===== config.mk =====
export PLATFORM = sky130hd
export DESIGN_NAME = srecc_regs
export DESIGN_NICKNAME = d
export VERILOG_FILES = /design/src/srecc_pkg.sv /design/src/srecc_regs.sv
export SDC_FILE = /design/constraint.sdc
export NUM_CORES = 1
export LEC_CHECK = 0
export ABC_AREA = 1
export BUFFER_PORTS_ARGS = -buffer_cell sky130_fd_sc_hd__buf_2
export CAP_MARGIN = 20
export CORE_ASPECT_RATIO = 0.75
export CORE_MARGIN = 2
export CORE_UTILIZATION = 35
export CTS_CLUSTER_SIZE = 20
export DETAILED_ROUTE_END_ITERATION = 10
export PLACE_DENSITY = 0.82
export SETUP_SLACK_MARGIN = 0.2
export SYNTH_ARGS = -nofsm -noshare
export SYNTH_HDL_FRONTEND = slang
export SYNTH_SLANG_ARGS = --single-unit

===== constraint.sdc =====
create_clock -name clk -period 1.7 [get_ports clk]
set_input_delay 0.085 -clock clk [delete_from_list [all_inputs] [get_ports clk]]
set_output_delay 0.085 -clock clk [all_outputs]
set_load 0.005 [all_outputs]

===== src/srecc_pkg.sv =====
// constants shared by the revision, debug-unlock enable and ecc error flag registers
//
// How it works
// - revision register returns a 16-bit packed bcd id in bits 15:0, upper bits zero
// - enable bit 0 set makes an interrupt while debug-lock status is set; resets off
// - flash bank 1 error sets bit 5 when ecc checking is enabled
// - flash bank 0 error sets bit 4 when ecc checking is enabled
// - instruction cache ecc error sets bit 3 when ecc checking is enabled
// - sram bank 3 error sets bit 2 when ecc checking is enabled
// - sram bank 2 error sets bit 1 when ecc checking is enabled
// - error in sram bank 0 or bank 1 sets shared bit 0 when enabled
// - reads of blank or erased flash count as ecc errors
`default_nettype none
package srecc_pkg;
    localparam int          ADDR_W          = 8;
    localparam int          DATA_W          = 32;
    localparam int          REV_W           = 16;
    localparam int          FLAG_W          = 6;
    localparam logic [7:0]  OFS_REVISION    = 8'h50;
    localparam logic [7:0]  OFS_SYSIE       = 8'h54;
    localparam logic [7:0]  OFS_ECCERR      = 8'h64;
    localparam int          BIT_UNLOCK_IE   = 0;
    localparam int          BIT_FLASH_BANK1_ERR      = 5;
    localparam int          BIT_FLASH_BANK0_ERR      = 4;
    localparam int          BIT_ICACHE      = 3;
    localparam int          BIT_SRAM3       = 2;
    localparam int          BIT_SRAM2       = 1;
    localparam int          BIT_SRAM01      = 0;
    localparam logic [5:0]  FLAGS_RESET     = 6'h00;
    localparam logic        UNLOCK_IE_RESET = 1'b0;
    localparam logic [31:0] READ_ZERO       = 32'h0000_0000;
endpackage : srecc_pkg
`default_nettype wire


===== src/srecc_regs.sv =====
// register slice: chip revision, debug-unlock interrupt enable, sticky ecc error flags
`default_nettype none
module srecc_regs #(
    parameter logic [15:0] REVISION_ID = 16'h0042 // arbitrary neutral value
) (
    // clock and reset
    input  wire logic        clk,
    input  wire logic        rst,
    // register port
    input  wire logic [7:0]  regAddr,
    input  wire logic [31:0] regWdata,
    input  wire logic        regWrite,
    input  wire logic        regRead,
    output var  logic [31:0] regRdata,
    // ecc checker events
    input  wire logic        eccEnable,
    input  wire logic        flashBank1Err,
    input  wire logic        flashBank0Err,
    input  wire logic        icacheErr,
    input  wire logic        sramBank3Err,
    input  wire logic        sramBank2Err,
    input  wire logic        sramBank0Err,
    input  wire logic        sramBank1Err,
    // debug lock status and interrupt
    input  wire logic        debugLockStatus,
    output var  logic        debugUnlockIrq,
    // flag view for neighbours
    output var  logic [5:0]  eccErrFlags
);
    logic       unlockIe_q;
    logic [5:0] flags_q;
    logic [5:0] flags_d;
    logic [5:0] setVec;
    logic [5:0] clrVec;
    logic       wrIe;
    logic       wrFlags;
    logic [31:0] rdMux;

    assign wrIe    = regWrite && (regAddr == srecc_pkg::OFS_SYSIE);
    assign wrFlags = regWrite && (regAddr == srecc_pkg::OFS_ECCERR);

    // error sources gated by the ecc enable; blank flash errors arrive on the same inputs
    always_comb
    begin
        setVec = srecc_pkg::FLAGS_RESET;
        setVec[srecc_pkg::BIT_FLASH_BANK1_ERR] = eccEnable && flashBank1Err;
        setVec[srecc_pkg::BIT_FLASH_BANK0_ERR] = eccEnable && flashBank0Err;
        setVec[srecc_pkg::BIT_ICACHE] = eccEnable && icacheErr;
        setVec[srecc_pkg::BIT_SRAM3]  = eccEnable && sramBank3Err;
        setVec[srecc_pkg::BIT_SRAM2]  = eccEnable && sramBank2Err;
        setVec[srecc_pkg::BIT_SRAM01] = eccEnable && (sramBank0Err || sramBank1Err);
    end

    // write one clears, writing zero keeps; set wins so no event is lost
    always_comb
    begin
        clrVec  = wrFlags ? regWdata[srecc_pkg::FLAG_W-1:0] : srecc_pkg::FLAGS_RESET;
        flags_d = (flags_q & ~clrVec) | setVec;
    end

    // sticky flags
    always_ff @(posedge clk or posedge rst)
    begin
        if (rst)
            flags_q <= srecc_pkg::FLAGS_RESET;
        else
            flags_q <= flags_d;
    end

    // debug-unlock interrupt enable
    always_ff @(posedge clk or posedge rst)
    begin
        if (rst)
            unlockIe_q <= srecc_pkg::UNLOCK_IE_RESET;
        else if (wrIe)
            unlockIe_q <= regWdata[srecc_pkg::BIT_UNLOCK_IE];
    end

    // interrupt registered so the output comes from a flop; one cycle behind the status
    always_ff @(posedge clk or posedge rst)
    begin
        if (rst)
            debugUnlockIrq <= 1'b0;
        else
            debugUnlockIrq <= unlockIe_q && debugLockStatus;
    end

    // read mux; unmapped addresses and reserved bits read zero
    always_comb
    begin
        rdMux = srecc_pkg::READ_ZERO;
        unique case (regAddr)
            srecc_pkg::OFS_REVISION: rdMux[srecc_pkg::REV_W-1:0]        = REVISION_ID;
            srecc_pkg::OFS_SYSIE:    rdMux[srecc_pkg::BIT_UNLOCK_IE]    = unlockIe_q;
            srecc_pkg::OFS_ECCERR:   rdMux[srecc_pkg::FLAG_W-1:0]       = flags_q;
            default:                 rdMux       = srecc_pkg::READ_ZERO;
        endcase
    end

    // read data stands only in the cycle after the strobe
    always_ff @(posedge clk or posedge rst)
    begin
        if (rst)
            regRdata <= srecc_pkg::READ_ZERO;
        else if (regRead)
            regRdata <= rdMux;
        else
            regRdata <= srecc_pkg::READ_ZERO;
    end

    // flag copy for outside use
    always_ff @(posedge clk or posedge rst)
    begin
        if (rst)
            eccErrFlags <= srecc_pkg::FLAGS_RESET;
        else
            eccErrFlags <= flags_d;
    end

    property p_set_wins;
        @(posedge clk) disable iff (rst)
        (eccEnable && flashBank1Err) |=> flags_q[srecc_pkg::BIT_FLASH_BANK1_ERR];
    endproperty
    a_set_wins: assert property (p_set_wins) else $error("flash_bank1_err event lost");

    property p_sram01;
        @(posedge clk) disable iff (rst)
        (eccEnable && (sramBank0Err || sramBank1Err)) |=> flags_q[srecc_pkg::BIT_SRAM01];
    endproperty
    a_sram01: assert property (p_sram01) else $error("sram01 flag not set");

    property p_no_set_disabled;
        @(posedge clk) disable iff (rst)
        (!eccEnable && !flags_q[srecc_pkg::BIT_ICACHE] && !wrFlags) |=> !flags_q[srecc_pkg::BIT_ICACHE];
    endproperty
    a_no_set_disabled: assert property (p_no_set_disabled) else $error("icache flag set while off");

    property p_w1c;
        @(posedge clk) disable iff (rst)
        (wrFlags && regWdata[srecc_pkg::BIT_SRAM3] && !(eccEnable && sramBank3Err))
            |=> !flags_q[srecc_pkg::BIT_SRAM3];
    endproperty
    a_w1c: assert property (p_w1c) else $error("sram3 not cleared");

    property p_sticky;
        @(posedge clk) disable iff (rst)
        (flags_q[srecc_pkg::BIT_SRAM2] && !(wrFlags && regWdata[srecc_pkg::BIT_SRAM2]))
            |=> flags_q[srecc_pkg::BIT_SRAM2];
    endproperty
    a_sticky: assert property (p_sticky) else $error("sram2 flag dropped");

    property p_flash_bank0_err;
        @(posedge clk) disable iff (rst)
        (eccEnable && flashBank0Err) ##1 (!regWrite) |=> flags_q[srecc_pkg::BIT_FLASH_BANK0_ERR];
    endproperty
    a_flash_bank0_err: assert property (p_flash_bank0_err) else $error("flash_bank0_err flag not held");

    property p_rev_read;
        @(posedge clk) disable iff (rst)
        (regRead && regAddr == srecc_pkg::OFS_REVISION)
            |=> (regRdata == {{(srecc_pkg::DATA_W - srecc_pkg::REV_W){1'b0}}, REVISION_ID});
    endproperty
    a_rev_read: assert property (p_rev_read) else $error("bad revision read");

    property p_irq;
        @(posedge clk) disable iff (rst)
        ##1 (debugUnlockIrq == $past(unlockIe_q && debugLockStatus));
    endproperty
    a_irq: assert property (p_irq) else $error("irq mismatch");

    property p_reserved;
        @(posedge clk) disable iff (rst)
        regRead
            |=> (regRdata[srecc_pkg::DATA_W-1:srecc_pkg::REV_W]
                 == srecc_pkg::READ_ZERO[srecc_pkg::DATA_W-1:srecc_pkg::REV_W]);
    endproperty
    a_reserved: assert property (p_reserved) else $error("reserved bits nonzero");

    // per-source set checks: each checker event, gated by the enable, must land in its own bit;
    // the sequence checks above cover the set/clear race, these cover the plain mapping so a
    // swapped bit position between two sources cannot slip through unnoticed

    // flash bank 0 event sets bit 4, blank reads included
    property p_flash_bank0_err_set;
        @(posedge clk) disable iff (rst)
        (eccEnable && flashBank0Err)
            |=> flags_q[srecc_pkg::BIT_FLASH_BANK0_ERR];
    endproperty
    a_flash_bank0_err_set: assert property (p_flash_bank0_err_set) else $error("flash_bank0_err flag not set");

    // cache event sets bit 3
    property p_icache_set;
        @(posedge clk) disable iff (rst)
        (eccEnable && icacheErr)
            |=> flags_q[srecc_pkg::BIT_ICACHE];
    endproperty
    a_icache_set: assert property (p_icache_set) else $error("icache flag not set");

    // sram bank 3 event sets bit 2
    property p_sram3_set;
        @(posedge clk) disable iff (rst)
        (eccEnable && sramBank3Err)
            |=> flags_q[srecc_pkg::BIT_SRAM3];
    endproperty
    a_sram3_set: assert property (p_sram3_set) else $error("sram3 flag not set");

    // sram bank 2 event sets bit 1
    property p_sram2_set;
        @(posedge clk) disable iff (rst)
        (eccEnable && sramBank2Err)
            |=> flags_q[srecc_pkg::BIT_SRAM2];
    endproperty
    a_sram2_set: assert property (p_sram2_set) else $error("sram2 flag not set");

    // flash bank 1 events are ignored while checking is off
    property p_flash_bank1_err_off;
        @(posedge clk) disable iff (rst)
        (!eccEnable && !flags_q[srecc_pkg::BIT_FLASH_BANK1_ERR])
            |=> !flags_q[srecc_pkg::BIT_FLASH_BANK1_ERR];
    endproperty
    a_flash_bank1_err_off: assert property (p_flash_bank1_err_off) else $error("flash_bank1_err flag set while off");

    // flash bank 0 events are ignored while checking is off
    property p_flash_bank0_err_off;
        @(posedge clk) disable iff (rst)
        (!eccEnable && !flags_q[srecc_pkg::BIT_FLASH_BANK0_ERR])
            |=> !flags_q[srecc_pkg::BIT_FLASH_BANK0_ERR];
    endproperty
    a_flash_bank0_err_off: assert property (p_flash_bank0_err_off) else $error("flash_bank0_err flag set while off");

    // shared sram flag only rises on an event from one of its two banks
    property p_sram01_quiet;
        @(posedge clk) disable iff (rst)
        (!flags_q[srecc_pkg::BIT_SRAM01] && !(eccEnable && (sramBank0Err || sramBank1Err)))
            |=> !flags_q[srecc_pkg::BIT_SRAM01];
    endproperty
    a_sram01_quiet: assert property (p_sram01_quiet) else $error("sram01 flag rose alone");

    // enable bit takes the written value
    property p_ie_write;
        @(posedge clk) disable iff (rst)
        wrIe
            |=> (unlockIe_q == $past(regWdata[srecc_pkg::BIT_UNLOCK_IE]));
    endproperty
    a_ie_write: assert property (p_ie_write) else $error("unlock enable not written");

    // enable reads back in bit 0, the rest zero
    property p_ie_read;
        @(posedge clk) disable iff (rst)
        (regRead && regAddr == srecc_pkg::OFS_SYSIE)
            |=> (regRdata == {{(srecc_pkg::DATA_W - 1){1'b0}}, $past(unlockIe_q)});
    endproperty
    a_ie_read: assert property (p_ie_read) else $error("bad unlock enable read");

    // flag register reads back the flags as they stood at the strobe
    property p_flags_read;
        @(posedge clk) disable iff (rst)
        (regRead && regAddr == srecc_pkg::OFS_ECCERR)
            |=> (regRdata == {{(srecc_pkg::DATA_W - srecc_pkg::FLAG_W){1'b0}}, $past(flags_q)});
    endproperty
    a_flags_read: assert property (p_flags_read) else $error("bad flag read");

    // read data only stand for one cycle; a stale word would hide a missed read
    property p_rd_idle;
        @(posedge clk) disable iff (rst)
        !regRead
            |=> (regRdata == srecc_pkg::READ_ZERO);
    endproperty
    a_rd_idle: assert property (p_rd_idle) else $error("read data not zero when idle");

    // exported copy tracks the flag register
    property p_copy;
        @(posedge clk) disable iff (rst)
        1'b1
            |=> (eccErrFlags == flags_q);
    endproperty
    a_copy: assert property (p_copy) else $error("flag copy differs");

    // interrupt stays quiet while the enable is off
    property p_irq_off;
        @(posedge clk) disable iff (rst)
        !unlockIe_q
            |=> !debugUnlockIrq;
    endproperty
    a_irq_off: assert property (p_irq_off) else $error("irq while disabled");

    // interrupt follows an enabled, set status one cycle later
    property p_irq_on;
        @(posedge clk) disable iff (rst)
        (unlockIe_q && debugLockStatus)
            |=> debugUnlockIrq;
    endproperty
    a_irq_on: assert property (p_irq_on) else $error("irq missing");

    // writing zeros to the flag register keeps every flag
    property p_w0_keeps;
        @(posedge clk) disable iff (rst)
        (wrFlags && regWdata[srecc_pkg::FLAG_W-1:0] == srecc_pkg::FLAGS_RESET)
            |=> ((flags_q & $past(flags_q)) == $past(flags_q));
    endproperty
    a_w0_keeps: assert property (p_w0_keeps) else $error("flag lost on zero write");

    // revision register ignores writes
    property p_rev_const;
        @(posedge clk) disable iff (rst)
        (regRead && regAddr == srecc_pkg::OFS_REVISION && $past(regWrite))
            |=> (regRdata[srecc_pkg::REV_W-1:0] == REVISION_ID);
    endproperty
    a_rev_const: assert property (p_rev_const) else $error("revision changed by write");

    c_flag_set: cover property (@(posedge clk) disable iff (rst) $rose(flags_q[srecc_pkg::BIT_FLASH_BANK1_ERR]));
    c_clear: cover property (@(posedge clk) disable iff (rst) $fell(flags_q[srecc_pkg::BIT_SRAM3]));
    c_collide: cover property (@(posedge clk) disable iff (rst)
        wrFlags && regWdata[srecc_pkg::BIT_SRAM01] && setVec[srecc_pkg::BIT_SRAM01]);
    c_irq: cover property (@(posedge clk) disable iff (rst) $rose(debugUnlockIrq));
endmodule : srecc_regs
`default_nettype wire


-- Yosys cells after proc, flatten, opt, wreduce, memory -nomap -nowiden
Cells that the tools add are included.
- eq/ne operators: 3
- muxes and demuxes: 5
- bitwise operators: 3
- reduce and logical (&&, ||, !) cells: 10
- operators by type and width (cell ; number):
    == test 8 x 7 -> 1 bit, second input constant ; 3
    case mux 5 bit (2 select lines) ; 1
    logical AND 1 bit ; 9
    two-way mux 7 bit ; 1
    AND 6 bit ; 1
    two-way mux 6 bit ; 1
    inverter 6 bit ; 1
    OR 6 bit ; 1
    case mux 1 bit (2 select lines) ; 1
    logical OR 1 bit ; 1
    two-way mux 1 bit ; 1
- bits in registers: 40
- bits of input ports: 53
- output and inout port bits: 39
- word-level logic and storage cells: 25

-- Longest topological paths before layout
- depth in word-level cells: 6
- gate-level depth with buffers: 7
- gate-level depth less buffers: 6

-- Least setup slack after synthesis
Ideal clock, no wire load.
- path type: input -> register
- start: input port regAddr[7]
- end: register eccErrFlags[0]
- setup time: 0.121 ns
- arrival: 0.605 ns
- required time: 1.579 ns
- slack: 0.975 ns
- stages on the path: 6
- path buffers: 0
- path through: inv_1 nand2_2 nor2_4 nand4_1 nand2_1 nand2_1
- longest elaborated chain between the ends: 6
- RTL lines (element ; line ; source):
    start, declared ; srecc_regs.sv:10 ; input wire logic [7:0] regAddr,
    == test 8 x 7 -> 1 bit ; srecc_regs.sv:40 ; assign wrFlags = regWrite && (regAddr == srecc_pkg::OFS_ECCERR);
    logical AND 1 bit ; srecc_regs.sv:40 ;
    two-way mux 6 bit ; srecc_regs.sv:57 ; clrVec = wrFlags ? regWdata[srecc_pkg::FLAG_W-1:0] : srecc_pkg::FLAGS_RESET;
    inverter 6 bit ; srecc_regs.sv:58 ; flags_d = (flags_q & ~clrVec) | setVec;
    AND 6 bit ; srecc_regs.sv:58 ;
    OR 6 bit ; srecc_regs.sv:58 ;
    via flags_d[0] ; srecc_regs.sv:32 ; logic [5:0] flags_d;
    end signal, assigned ; srecc_regs.sv:115 ; eccErrFlags <= srecc_pkg::FLAGS_RESET;
    end signal, assigned ; srecc_regs.sv:117 ; eccErrFlags <= flags_d;
    end, declared ; srecc_regs.sv:28 ; output var logic [5:0] eccErrFlags
The timed path passes the listed nets, and every way through them passes these cells.
A chain may end at the register's enable or synchronous reset.

-- Final worst setup path
- start: register eccErrFlags[1]
- end: output port eccErrFlags[1]
No word-level cell between the ends.

==> impl_metrics.tcl <==
set metrics [dict create \
    seq_area_frac_synth_pct 43.0 \
    synth_top_area_cell "dfrtp_1" \
    peakVddDrop_v 0.000175 \
    crit_cells 1 \
    relSlewSlack_pct 64.6 \
    status "finished, final reports clean" \
    max_freq_mhz 1100 \
    path_class "reg2out" \
    grt_setup_unrepaired "false" \
    post-route-drc-count 0 \
    finalInstanceArea_sq_um 1050 \
    via_count 704 \
    post-cts-setup-buffers 0 \
    synth_area_sq_um 873 \
    crit_family "flip-flops" \
    rr_worst_depth 2 \
    power_density_nw_per_um2 601 \
    cts_buffers 3 \
    cp_slowest_stage_delay_ns 0.42 \
    antenna_found_initial 0 \
    post-route-period-util_pct 53.4 \
    p_leak_uw 0.000647 \
    synth_top_area_share_pct 43.0 \
    ios 92 \
    clk_pin_slew_ns 0.08 \
    numPlacedInstances 177 \
    synth-seq-cells 15 \
    p_total_uw 633 \
    setup_viol 0 \
    whs_path_depth 3 \
    worst_pin_slew_ns 0.531 \
    hold_viol_final 0 \
    rows 15 \
    grt_pass1_wl_um 2250 \
    final_cells 183 \
    cp.buffers_inverters 1 \
    power.switching_fraction_pct 23.9 \
    cap_violations 0 \
    cp-end-kind "output pin" \
    die_h_um 47.3 \
    gp_congestion 0.714 \
    synth_warnings 0 \
    avgSynthCellArea_sq_um 8.32 \
    die_x_um 61.7 \
    drv_slew 0 \
    fin_nets 203 \
    dp_hpwl_um 1260 \
    cts.sinks 15 \
    synth.area.top_cells "dfrtp_1 43%, buf_4 21%, nand2_1 9.9%, inv_1 6.0%, nand4_1 5.0%" \
    p_int_uw 482 \
    dr.pass1.iters 4 \
    cts-root-buf "clkbuf_4" \
    initial_core_util_pct 37.5 \
    p_sw_uw 151 \
    critPathMaxFanout 3 \
    drtIter0Drc 28 \
    register_area_sq_um 375 \
    slowest_stage "dfrtp_1" \
    antenna_cells 0 \
    final_cell_mix "40 x buf_2, 25 x conb_1, 23 x nand2_1" \
    combinationalPowerShare_pct 12.8 \
    cp-startpoint "eccErrFlags[1]" \
    cts_tree "yes" \
    routed_wl_um 1510 \
    arrival_ns 0.82 \
    port_buffers 40 \
    syn_to_final_growth_pct 20.6 \
    ant_nets 0 \
    grt_pass1_vias 542 \
    fillers 236 \
    multi_input_comb_area_sq_um 337 \
    syn_inst 105 \
    final_common_cell "buf_2" \
    critPathRequiredTime_ns 1.62 \
    detail_route.wl_per_cell_um 8.26 \
    r2r-start "eccErrFlags[1]" \
    via_per_inst 3.85 \
    grt-ovfl-total 0 \
    min_period_ns 0.908 \
    hold_class "in2reg" \
    cts_htree_levels 1 \
    clock-skew-final_ns 0.000764 \
    netlist-cell-type-count 15 \
    final_util_pct 45.3 \
    final.setup.tns_ns 0 \
    dieArea_sq_um 2920 \
    grt_max_degree 16 \
    grt_usage_pct 10.2 \
    core_sq_um 2330 \
    worstHoldStart "sramBank2Err" \
    clkPwrFrac_pct 30.2 \
    clock_latency_ns 0.27 \
    clock_path_buffers 2 \
    drive_above_1_share_pct 33.6 \
    postPlaceCellArea_sq_um 1010 \
    cp_cell_sequence "buf_2" \
    pwr-share-seq_pct 57.0 \
    start_kind "register" \
]
[what timing repair did]
action / CTS / global route
gates resized for setup: 0 / 0
hold buffers: 2 / 0
endpoints found under the hold margin: 16 / 0
[synthesized netlist by cell type]
cell type	instances
buf_4	25
nor2_1	6
nand2_1	23
dfrtp_1	15
nand3_2	3
o21ai_0	2
nor2_4	1
nor2_2	2
nand2_2	1
conb_1	1
nand3_1	2
buf_6	1
inv_1	14
a21oi_1	2
nand4_1	7
[through the flow]
stage	setup slack, ns	hold slack (ns)
final	0.792	0.00804
after global placement	0.616	0.146
after detailed placement	0.609	0.145
after CTS	0.787	0.00492
after floorplan	0.975	-0.0135
after global routing	0.735	0.0106
[logic make-up after synthesis]
logic type / share of synthesized area [%]
flops: 43.0
buf+inv: 28.8
simple gates: 25.5
other cells: 0.429
compound gates: 2.29
[tightest hold or removal path, stage by stage]
cell and delay [ns]:
buf_2 0.07, nand2_1 0.04, nand2_1 0.05
[per-layer routing]
metal	routed length (um)	vias to the layer above	GRT usage, %
met5	0	-	0
met4	6	0	1.28
met3	126	2	2.48
met2	774	32	19.6
met1	604	310	12.0
li1	-	360	-
[state kept, by name, summed over array words and instances (netlist names)]
register	count
debugUnlockIrq	1
eccErrFlags	6
regRdata	7
unlockIe_q	1
[power by group through the flow]
stage | combinational (uW) | clock, uW | sequential (uW)
6_report | 81.0 | 191 | 361
5_1_grt | 94.8 | 214 | 361
4_1_cts | 80.8 | 196 | 361
3_5_place_dp | 77.0 | 0 | 368
3_3_place_gp | 76.2 | 0 | 368
2_1_floorplan | 80.5 | 0 | 368
[final timing paths]
check | to | slack (ns)
min reg2reg | eccErrFlags[2] | 0.51
max | eccErrFlags[1] | 0.79
min | eccErrFlags[1] | 0.008
max reg2reg | regRdata[1] | 0.99
max in group asynchronous | eccErrFlags[2] | 0.96
min in group asynchronous | regRdata[6] | 0.39
[final cells by class]
type / count / share of cell area, %
Sequential cell: 15 / 35.6
Multi-Input combinational cell: 74 / 31.9
Timing Repair Buffer: 42 / 20.9
Inverter: 14 / 4.99
Tap cell: 34 / 4.04
Clock buffer: 4 / 2.49
Power figures use the tool's default switching activity.
